### config.mk
export PLATFORM = sky130hd
export DESIGN_NAME = rat_top
export DESIGN_NICKNAME = d
export VERILOG_FILES = /design/src/rat_pkg.sv /design/src/rat_meas_if.sv /design/src/rat_top.sv /design/src/rat_ref_meter.sv /design/src/rat_trim_step.sv
export SDC_FILE = /design/constraint.sdc
export NUM_CORES = 1
export LEC_CHECK = 0
export BUFFER_PORTS_ARGS = -buffer_cell sky130_fd_sc_hd__buf_2
export CAP_MARGIN = 30
export CORE_MARGIN = 2
export CORE_UTILIZATION = 55
export CTS_CLUSTER_SIZE = 12
export DETAILED_ROUTE_END_ITERATION = 6
export MAX_ROUTING_LAYER = met4
export PLACE_DENSITY = 0.84
export SLEW_MARGIN = 20
export SYNTH_ARGS = -nofsm -noshare
export SYNTH_HDL_FRONTEND = slang
export SYNTH_SLANG_ARGS = --single-unit
### constraint.sdc
create_clock -name clk_i -period 11.6 [get_ports clk_i]
set_clock_uncertainty 0.15 [all_clocks]
set_input_delay 0.58 -clock clk_i [delete_from_list [all_inputs] [get_ports clk_i]]
set_output_delay 0.58 -clock clk_i [all_outputs]
set_load 0.005 [all_outputs]
### src/rat_pkg.sv
// Operation
// - Target select 00 disables trimming, 01 trims toward 48 MHz, others reserved.
// - Error is averaged over 4, 8, 16 or 32 reference periods.
// - Update attempts before lock limited to 64, 256 or 512 loops.
// - Lock clears the update attempt counter to zero.
// - Reaching the limit without lock stops trimming, clears select, sets fail flag.
// - Unreasonable ratio sets clock error; halt bit also stops trimming and clears select.
// - Enabling trim without the crystal reference sets the clock error flag.
// - Reference select 0 uses the crystal clock; 1 is reserved.
// - Boundary range 0x1 to 0x1F applies only while range check is enabled.
// - Range check enabled: over-boundary sets its flag; writing 1 clears it.
// - Clock error flag with its enable set raises the interrupt.
// - Trim fail flag with its enable set raises the interrupt.
// - Trim fail flag sets at the limit without lock; writing 1 clears it.
// - Lock flag sets when enabled and locked; write 1 clears; never interrupts.
// - Fail, clock error and lock flags are cleared by power-on reset, not by system reset.
package rat_pkg;

  // Register offsets
  localparam logic [7:0]  TRIM_CTL_OFF   = 8'hF0;
  localparam logic [7:0]  TRIM_IEN_OFF   = 8'hF4;
  localparam logic [7:0]  TRIM_STS_OFF   = 8'hF8;
  localparam logic [31:0] TRIM_CTL_RST   = 32'h0008_0000;

  // Field positions
  localparam int          TSEL_LSB       = 0;
  localparam int          AVG_LSB        = 4;
  localparam int          LIMIT_LSB      = 6;
  localparam int          HALT_BIT       = 8;
  localparam int          RANGE_EN_BIT   = 9;
  localparam int          REF_SEL_BIT    = 10;
  localparam int          BOUND_LSB      = 16;
  localparam int          FAIL_IEN_BIT   = 1;
  localparam int          CLKERR_IEN_BIT = 2;
  localparam int          LOCK_BIT       = 0;
  localparam int          FAIL_BIT       = 1;
  localparam int          CLKERR_BIT     = 2;
  localparam int          OVB_BIT        = 3;

  // Field codes and reset values
  localparam logic [1:0]  TSEL_OFF       = 2'h0;
  localparam logic [1:0]  TSEL_48M       = 2'h1;
  localparam logic [4:0]  BOUND_RST      = 5'h08;
  localparam logic [9:0]  LIMIT_64       = 10'h040;
  localparam logic [9:0]  LIMIT_256      = 10'h100;
  localparam logic [9:0]  LIMIT_512      = 10'h200;
  localparam logic [8:0]  TRIM_INIT      = 9'h100;

  // Measurement figures, scaled to a 32 period window
  localparam logic [16:0] TARGET_32      = 17'h0B71B;
  localparam logic [20:0] LOCK_TOL       = 21'h00010;
  localparam logic [20:0] ERR_LIMIT      = 21'h02DC6;

  // Timing
  localparam int          CLK_MHZ        = 250;
  localparam int          REF_LOST_NS    = 61036;
  localparam logic [16:0] REF_LOST_CYC   = 17'((REF_LOST_NS * CLK_MHZ) / 1000);

  typedef enum logic [1:0] {
    RAT_IDLE = 2'h0,
    RAT_RUN  = 2'h1,
    RAT_EVAL = 2'h3
  } rat_state_t;

  typedef struct packed {
    logic        ref_d;
    logic        rc_d;
    logic        started;
    logic [5:0]  periods;
    logic [16:0] cnt;
    logic [16:0] idle;
    logic        done;
    logic        lost;
    logic [16:0] count;
  } rat_meter_st_t;

  typedef struct packed {
    rat_state_t  state;
    logic [1:0]  tsel;
    logic [1:0]  avg_sel;
    logic [1:0]  limit_sel;
    logic        halt;
    logic        range_en;
    logic        ref_sel;
    logic [4:0]  bound;
    logic        ien_clkerr;
    logic        ien_fail;
    logic        f_lock;
    logic        f_fail;
    logic        f_clkerr;
    logic        f_ovb;
    logic [9:0]  attempts;
    logic [8:0]  trim;
    logic [16:0] count;
    logic        run;
    logic        ack;
    logic [31:0] dat;
    logic        irq;
  } rat_top_st_t;

endpackage

### src/rat_meas_if.sv
`timescale 1ns/10ps
interface rat_meas_if;
  logic        run;
  logic [1:0]  win_sel;
  logic        done;
  logic [16:0] count;
  logic        lost;
  modport ctrl  (output run, win_sel, input done, count, lost);
  modport meter (input run, win_sel, output done, count, lost);
endinterface

### src/rat_top.sv
`timescale 1ns/10ps
module rat_top #(
  parameter logic [16:0] REF_LOST_CYC = rat_pkg::REF_LOST_CYC
) (
  // Clock and resets
  input  wire logic        clk_i,
  input  wire logic        rst_i,
  input  wire logic        por_i,
  // Wishbone slave
  input  wire logic        wb_cyc_i,
  input  wire logic        wb_stb_i,
  input  wire logic        wb_we_i,
  input  wire logic [7:0]  wb_adr_i,
  input  wire logic [3:0]  wb_sel_i,
  input  wire logic [31:0] wb_dat_i,
  output logic [31:0]      wb_dat_o,
  output logic             wb_ack_o,
  // Clocks under measurement
  input  wire logic        ref_clk_i,
  input  wire logic        rc_clk_i,
  // Trim and interrupt
  output logic [8:0]       trim_value_o,
  output logic             irq_o
);

  rat_pkg::rat_top_st_t st;
  rat_pkg::rat_top_st_t nx;
  rat_meas_if           mi ();

  logic        req;
  logic        wr;
  logic        hit_ctl;
  logic        hit_ien;
  logic        hit_sts;
  logic [31:0] wmask;
  logic [31:0] ctl_rd;
  logic [31:0] ien_rd;
  logic [31:0] sts_rd;
  logic [31:0] ctl_wr;
  logic [31:0] w1c;
  logic [9:0]  limit;
  logic        enabled;
  logic        locked;
  logic        clk_err;
  logic        over_bound;
  logic [8:0]  trim_next;

  ////////////////////////////////////////////////////////////////////////////
  // Measurement and step decision

  assign mi.run     = st.run;
  assign mi.win_sel = st.avg_sel;

  rat_ref_meter #(
    .LOST_CYC (REF_LOST_CYC)
  ) u_meter (
    .clk_i     (clk_i),
    .rst_i     (rst_i | por_i),
    .ref_clk_i (ref_clk_i),
    .rc_clk_i  (rc_clk_i),
    .mi        (mi.meter)
  );

  rat_trim_step u_step (
    .count_i      (st.count),
    .win_sel_i    (st.avg_sel),
    .trim_i       (st.trim),
    .range_en_i   (st.range_en),
    .bound_i      (st.bound),
    .locked_o     (locked),
    .clk_err_o    (clk_err),
    .over_bound_o (over_bound),
    .trim_next_o  (trim_next)
  );

  ////////////////////////////////////////////////////////////////////////////
  // Bus decode

  assign req     = wb_cyc_i & wb_stb_i;
  assign wr      = req & st.ack & wb_we_i;
  assign hit_ctl = (wb_adr_i[7:2] == rat_pkg::TRIM_CTL_OFF[7:2]);
  assign hit_ien = (wb_adr_i[7:2] == rat_pkg::TRIM_IEN_OFF[7:2]);
  assign hit_sts = (wb_adr_i[7:2] == rat_pkg::TRIM_STS_OFF[7:2]);
  assign wmask   = {{8{wb_sel_i[3]}}, {8{wb_sel_i[2]}}, {8{wb_sel_i[1]}}, {8{wb_sel_i[0]}}};
  assign ctl_wr  = (ctl_rd & ~wmask) | (wb_dat_i & wmask);
  assign w1c     = (wr && hit_sts) ? (wb_dat_i & wmask) : 32'h0000_0000;

  assign limit = (st.limit_sel == 2'h0) ? rat_pkg::LIMIT_64 :
                 (st.limit_sel == 2'h1) ? rat_pkg::LIMIT_256 : rat_pkg::LIMIT_512;

  always_comb begin
    ctl_rd = 32'h0000_0000;
    ctl_rd[rat_pkg::TSEL_LSB +: 2]  = st.tsel;
    ctl_rd[rat_pkg::AVG_LSB +: 2]   = st.avg_sel;
    ctl_rd[rat_pkg::LIMIT_LSB +: 2] = st.limit_sel;
    ctl_rd[rat_pkg::HALT_BIT]       = st.halt;
    ctl_rd[rat_pkg::RANGE_EN_BIT]   = st.range_en;
    ctl_rd[rat_pkg::REF_SEL_BIT]    = st.ref_sel;
    ctl_rd[rat_pkg::BOUND_LSB +: 5] = st.bound;
    ien_rd = 32'h0000_0000;
    ien_rd[rat_pkg::FAIL_IEN_BIT]   = st.ien_fail;
    ien_rd[rat_pkg::CLKERR_IEN_BIT] = st.ien_clkerr;
    sts_rd = 32'h0000_0000;
    sts_rd[rat_pkg::LOCK_BIT]       = st.f_lock;
    sts_rd[rat_pkg::FAIL_BIT]       = st.f_fail;
    sts_rd[rat_pkg::CLKERR_BIT]     = st.f_clkerr;
    sts_rd[rat_pkg::OVB_BIT]        = st.f_ovb;
  end

  ////////////////////////////////////////////////////////////////////////////
  // Next state

  always_comb begin
    nx     = st;
    nx.ack = 1'b0;
    if (req && !st.ack) begin
      nx.ack = 1'b1;
      nx.dat = hit_ctl ? ctl_rd : hit_ien ? ien_rd : hit_sts ? sts_rd : 32'h0000_0000;
    end
    if (wr && hit_ctl) begin
      nx.tsel      = ctl_wr[rat_pkg::TSEL_LSB +: 2];
      nx.avg_sel   = ctl_wr[rat_pkg::AVG_LSB +: 2];
      nx.limit_sel = ctl_wr[rat_pkg::LIMIT_LSB +: 2];
      nx.halt      = ctl_wr[rat_pkg::HALT_BIT];
      nx.range_en  = ctl_wr[rat_pkg::RANGE_EN_BIT];
      nx.ref_sel   = ctl_wr[rat_pkg::REF_SEL_BIT];
      nx.bound     = ctl_wr[rat_pkg::BOUND_LSB +: 5];
    end
    if (wr && hit_ien) begin
      nx.ien_fail   = wb_dat_i[rat_pkg::FAIL_IEN_BIT] & wb_sel_i[0];
      nx.ien_clkerr = wb_dat_i[rat_pkg::CLKERR_IEN_BIT] & wb_sel_i[0];
    end
    nx.f_lock   = st.f_lock & ~w1c[rat_pkg::LOCK_BIT];
    nx.f_fail   = st.f_fail & ~w1c[rat_pkg::FAIL_BIT];
    nx.f_clkerr = st.f_clkerr & ~w1c[rat_pkg::CLKERR_BIT];
    nx.f_ovb    = st.f_ovb & ~w1c[rat_pkg::OVB_BIT];
    enabled = (nx.tsel == rat_pkg::TSEL_48M) && !nx.ref_sel;
    case (st.state)
      rat_pkg::RAT_IDLE: begin
        if (enabled) begin
          nx.attempts = 10'h000;
          nx.run      = 1'b1;
          nx.state    = rat_pkg::RAT_RUN;
        end
      end
      rat_pkg::RAT_RUN: begin
        if (!enabled) begin
          nx.run   = 1'b0;
          nx.state = rat_pkg::RAT_IDLE;
        end else if (mi.lost) begin
          nx.f_clkerr = 1'b1;
        end else if (mi.done) begin
          nx.count = mi.count;
          nx.state = rat_pkg::RAT_EVAL;
        end
      end
      rat_pkg::RAT_EVAL: begin
        nx.state = rat_pkg::RAT_RUN;
        if (!enabled) begin
          nx.run   = 1'b0;
          nx.state = rat_pkg::RAT_IDLE;
        end else if (clk_err) begin
          nx.f_clkerr = 1'b1;
          if (st.halt) begin
            nx.tsel  = rat_pkg::TSEL_OFF;
            nx.run   = 1'b0;
            nx.state = rat_pkg::RAT_IDLE;
          end
        end else if (locked) begin
          nx.f_lock   = 1'b1;
          nx.attempts = 10'h000;
        end else begin
          nx.f_ovb    = nx.f_ovb | over_bound;
          nx.trim     = trim_next;
          nx.attempts = st.attempts + 10'h001;
          if (st.attempts + 10'h001 == limit) begin
            nx.f_fail = 1'b1;
            nx.tsel   = rat_pkg::TSEL_OFF;
            nx.run    = 1'b0;
            nx.state  = rat_pkg::RAT_IDLE;
          end
        end
      end
      default: begin
        nx.run   = 1'b0;
        nx.state = rat_pkg::RAT_IDLE;
      end
    endcase
    nx.irq = (nx.f_clkerr & nx.ien_clkerr) | (nx.f_fail & nx.ien_fail);
    if (rst_i || por_i) begin
      nx       = '0;
      nx.state = rat_pkg::RAT_IDLE;
      nx.bound = rat_pkg::BOUND_RST;
      nx.trim  = rat_pkg::TRIM_INIT;
      if (!por_i) begin
        nx.f_lock   = st.f_lock;
        nx.f_fail   = st.f_fail;
        nx.f_clkerr = st.f_clkerr;
      end
    end
  end

  always_ff @(posedge clk_i) begin
    st <= nx;
  end

  assign wb_dat_o     = st.dat;
  assign wb_ack_o     = st.ack;
  assign trim_value_o = st.trim;
  assign irq_o        = st.irq;
endmodule

### src/rat_ref_meter.sv
`timescale 1ns/10ps
module rat_ref_meter #(
  parameter logic [16:0] LOST_CYC = rat_pkg::REF_LOST_CYC
) (
  // Clock and reset
  input  wire logic       clk_i,
  input  wire logic       rst_i,
  // Clocks under measurement
  input  wire logic       ref_clk_i,
  input  wire logic       rc_clk_i,
  // Control side
  rat_meas_if.meter       mi
);

  rat_pkg::rat_meter_st_t st;
  rat_pkg::rat_meter_st_t nx;
  logic                   ref_rise;
  logic                   rc_rise;
  logic [5:0]             win_len;

  assign ref_rise = ref_clk_i & ~st.ref_d;
  assign rc_rise  = rc_clk_i & ~st.rc_d;
  assign win_len  = 6'(6'h04 << mi.win_sel);
  assign mi.done  = st.done;
  assign mi.count = st.count;
  assign mi.lost  = st.lost;

  always_comb begin
    nx       = st;
    nx.ref_d = ref_clk_i;
    nx.rc_d  = rc_clk_i;
    nx.done  = 1'b0;
    nx.lost  = 1'b0;
    if (!mi.run) begin
      nx.started = 1'b0;
      nx.periods = 6'h00;
      nx.cnt     = 17'h00000;
      nx.idle    = 17'h00000;
    end else begin
      if (rc_rise && st.cnt != 17'h1FFFF) begin
        nx.cnt = st.cnt + 17'h00001;
      end
      if (ref_rise) begin
        nx.idle = 17'h00000;
        if (!st.started) begin
          nx.started = 1'b1;
          nx.cnt     = 17'h00000;
        end else if (st.periods + 6'h01 == win_len) begin
          nx.periods = 6'h00;
          nx.done    = 1'b1;
          nx.count   = nx.cnt;
          nx.cnt     = 17'h00000;
        end else begin
          nx.periods = st.periods + 6'h01;
        end
      end else if (st.idle == LOST_CYC - 17'h00001) begin
        nx.idle    = 17'h00000;
        nx.lost    = 1'b1;
        nx.started = 1'b0;
        nx.periods = 6'h00;
      end else begin
        nx.idle = st.idle + 17'h00001;
      end
    end
    if (rst_i) begin
      nx = '0;
    end
  end

  always_ff @(posedge clk_i) begin
    st <= nx;
  end

endmodule

### src/rat_trim_step.sv
`timescale 1ns/10ps
module rat_trim_step (
  // Measurement
  input  wire logic [16:0] count_i,
  input  wire logic [1:0]  win_sel_i,
  // Trim and range
  input  wire logic [8:0]  trim_i,
  input  wire logic        range_en_i,
  input  wire logic [4:0]  bound_i,
  // Decision
  output logic             locked_o,
  output logic             clk_err_o,
  output logic             over_bound_o,
  output logic [8:0]       trim_next_o
);

  logic [19:0] norm;
  logic [20:0] err;
  logic [20:0] mag;
  logic [9:0]  cand;
  logic [9:0]  lo;
  logic [9:0]  hi;

  // scale to a 32 period window
  assign norm = 20'({count_i, 3'h0} >> win_sel_i);
  assign err  = {1'b0, norm} - {4'h0, rat_pkg::TARGET_32};
  assign mag  = err[20] ? (~err + 21'h000001) : err;

  assign locked_o  = (mag <= rat_pkg::LOCK_TOL);
  assign clk_err_o = (mag > rat_pkg::ERR_LIMIT);

  assign cand = err[20] ? ({1'b0, trim_i} + 10'h001) : ({1'b0, trim_i} - 10'h001);
  assign lo   = {1'b0, rat_pkg::TRIM_INIT} - {5'h00, bound_i};
  assign hi   = {1'b0, rat_pkg::TRIM_INIT} + {5'h00, bound_i};

  assign over_bound_o = range_en_i & ((cand < lo) | (cand > hi));
  assign trim_next_o  = (over_bound_o | cand[9]) ? trim_i : cand[8:0];

endmodule

==> results.md <==
* Startpoint Class: flip-flop
* Tightest Hold Check Type: in -> reg
* Layout area overhead at 9.75%
* Max Slew Vio Count at 0
* Yosys warns at 0
* Num rows at 45
* Violation count after the first detailed-route iteration at 641
* H-tree depth at 4
* Vias at 7,657
* Initial antenna violation count at 0
* Largest net degree at the start of global routing at 74
* Ys async rst share at 0%
* Share of layout cells above drive strength 1 at 13.1%
* Final setup fails at 0
* Crit share post-route at 62.5%
* Final TNS setup at 0 ps
* IO Count at 95
* Setup CP Type: reg -> reg
* Clk Latency, worst-skew pair at 420 ps
* Slew margin rel. at 40.5%
* Cell taking the most area after synthesis: dfxtp_1
* DRC viols at 0
* Worst VDD drop at 0.130 mV
* Max Cap Violations at 0
* Die ar. at 0.0168 sq mm
* FF-to-FF path depth at 23
* Final worst path period need at 7250 ps
* Vias per inst at 5.92
* Critical Path AT at 7420 ps
* Die width at 130 microns
* Mapped Area at 0.00870 sq mm
* Die Y at 130 microns
* Detail Placement HPWL at 14.1 mm
* Pwr dens at 114 mW/mm^2
* TritonCTS sink count at 139
* CTS tree: built
* Endpoints failing hold at 0
* Simple logic cell fraction of the synthesized area at 23.1%
* Critical path, cell by cell: buf_4, mux4_2, ha_1, a21o_1, a221oi_1, nor2_1, a21oi_2, buf_4, inv_2, ha_1, a21o_1, a21oi_1, xnor2_1, ha_1, o21ai_0, nand2b_1, a21oi_1, a31oi_1, or4_1, a221o_1, a21oi_1, nand2_2, a211o_1
* Antenna diodes at 0
* Largest family of logic cells by synthesized area: simple AND/OR/NAND/NOR gates
* Layout Nets at 1,156
* Vias in the first global route at 7,030
* Core area at 0.0153 sq mm
* Synth Area in Compound Gates at 18.5%
* CTS-repair resized insts at 0
* Post-Synth Adder-Cell Area at 4.98%
* Clk root buf: clkbuf_16
* FF+latch count, synth at 139
* I/O Buffers at 59
* Clock transition at path regs at 60 ps
* Critical Path RT at 11,760 ps
* Final wirelength at 19.8 mm
* Dpl ws at 4410 ps
* Cell leakage power at 0.00361 uW
* Mux share of post-synthesis cell area at 7.16%
* Syn Inst Count at 1,050
* Post-CTS Hold Fix Bufs at 0
* Global-route wire length before repair at 33.1 mm
* Ys flop type: dfxtp_1
* Synth top area cells: dfxtp_1 (31%), nor2_1 (5.4%), nand2_1 (5.2%), ha_1 (4.7%), buf_4 (3.9%)
* Sequential cell area fraction in the yosys report at 32.3%
* Run status: finished clean
* Max stage delay cell, worst path: a221oi_1
* Syn_area_per_cell at 8.29 sq um
* GRT Util Overall at 24.9%
* RePlAce Congestion at 0.908
* DR pass1 iterations at 5
* RSZ-0062 raised after global routing: no
* Final setup margin at 4350 ps
* Xor and xnor area share after synthesis at 6.93%
* WP buf/inv at 3
* Critical Path Stages at 23
* Synth cell types at 87
* Synth top area share at 31.3%
* GRT overflow at 0
* Fmax at 138 MHz
* Hold depth at 2
* Starting Density at 56.8%
* Synth cell count leaders: dfxtp_1 (136), nor2_1 (126), nand2_1 (120)
* Crit-path max cell delay at 700 ps
* CTS Buf Count at 17
* Critical Path Fanout Max at 30
* Postcts setup bufs at 0
* EDFF count, synth at 3
* Bufs on Longest Clock Path at 2
* Routed len/inst at 15.3 microns
* Most common cell in the netlist: dfxtp_1
* Worst-Margin Slew at 889 ps
* Worst setup EP type: flip-flop
* Post-DRT Antenna Nets at 0
* Kind of cell adding the most delay to the critical path: compound AO/OA/AOI/OAI gates
## area by class of cell
class                           count  area (sq um)
Clock inverter                     14           210
Fill cell                        1297          5770
Sequential cell                   139          2810
Clock buffer                       18           429
Multi-Input combinational cell    816          5360
Timing Repair Buffer               69           375
Inverter                           27           101
Tap cell                          211           264
## flip-flops by register name (all words and copies together) (netlist names), named ones only
signal and flops:
trim_value_o 9, ctl_rd 3, u_meter.mi.done 1, ien_rd 2, u_meter.st 43, u_meter.mi.lost 1
wb_ack_o 1, u_meter.mi.count 17, mi.run 1, st 33, irq_o 1, wb_dat_o 16
## stage by stage
step	utilization, %	hold WS (ps)	total power, uW	std cells	instance area [sq um]
floorplan	-	280	507	1065	8760
global placement	58.0	289	513	1259	8880
detailed placement	58.1	297	514	1261	8900
CTS	62.3	214	1090	1293	9540
global route	62.3	217	1120	1294	9550
finish	62.3	222	1090	1294	9550
## cell usage in the layout (no fill, tap or decap), types with 7 or more instances in the layout
cell and count:
a22o_1 7, or3_1 9, nor4_1 9, xnor2_1 33, a22oi_1 20, conb_1 16, nor3_1 16, nand3_1 49
dfxtp_1 136, buf_2 59, o21a_1 8, mux2i_1 24, nor2b_1 8, and3_1 16, a21oi_1 66, ha_1 33
and2_1 10, o21ai_0 23, xor2_1 34, clkbuf_16 17, nor2_1 125, mux4_2 14, a211oi_1 23, a21o_1 14
nand2b_1 10, buf_4 8, nand2_1 120, inv_1 26, nand4_1 17
## path summary, 6_finish.rpt
check                                                       start                      endpoint  slack [ps]
worst max-delay path                                    flip-flop  trim_value_o[8]$_SDFFE_PP1P_        4350
worst min-delay path                                    ref_clk_i     u_meter.st[61]$_SDFF_PP0_         220
worst max register to register                          flip-flop  trim_value_o[8]$_SDFFE_PP1P_        4350
worst min register to register  u_meter.mi.count[11]$_SDFFE_PP0P_           st[46]$_SDFFE_PP0P_         300
## metal layers
metal	global-route usage (%)	wire length [microns]	up-vias
met2	41.4	9750	224
met1	31.1	8710	3616
li1	-	-	3781
met3	4.22	932	36
met5	-	0	-
met4	7.72	418	0
## where the power goes
part	total (uW)	internal [uW]	switching (uW)	leakage, uW
Clock	584	364	220	0.000297
Sequential	481	480	0.613	0.00113
Combinational	23.2	7.24	16.0	0.00218
## kinds of logic (layout without fill, tap and decap cells)
| group | Yosys count | after routing |
|---|---|---|
| AO/OA/AOI/OAI | 231 | 231 |
| XOR/XNOR | 68 | 68 |
| adder cells (fa/ha/maj) | 34 | 34 |
| buffers and inverters | 110 | 128 |
| flip-flops | 139 | 139 |
| multiplexers | 44 | 44 |
| other | 1 | 16 |
| AND/OR/NAND/NOR | 423 | 423 |
## worst register-to-register path: cells and delay by family, from the launching register on
| family | cells | cell delay [ps] |
|---|---|---|
| compound gates | 11 | 2840 |
| xor+xnor | 1 | 210 |
| fa+ha+maj | 3 | 920 |
| buf+inv | 3 | 890 |
| flops | 1 | 570 |
| mux | 1 | 680 |
| simple gates | 4 | 910 |
No activity file was read; power rests on OpenSTA's default activity.
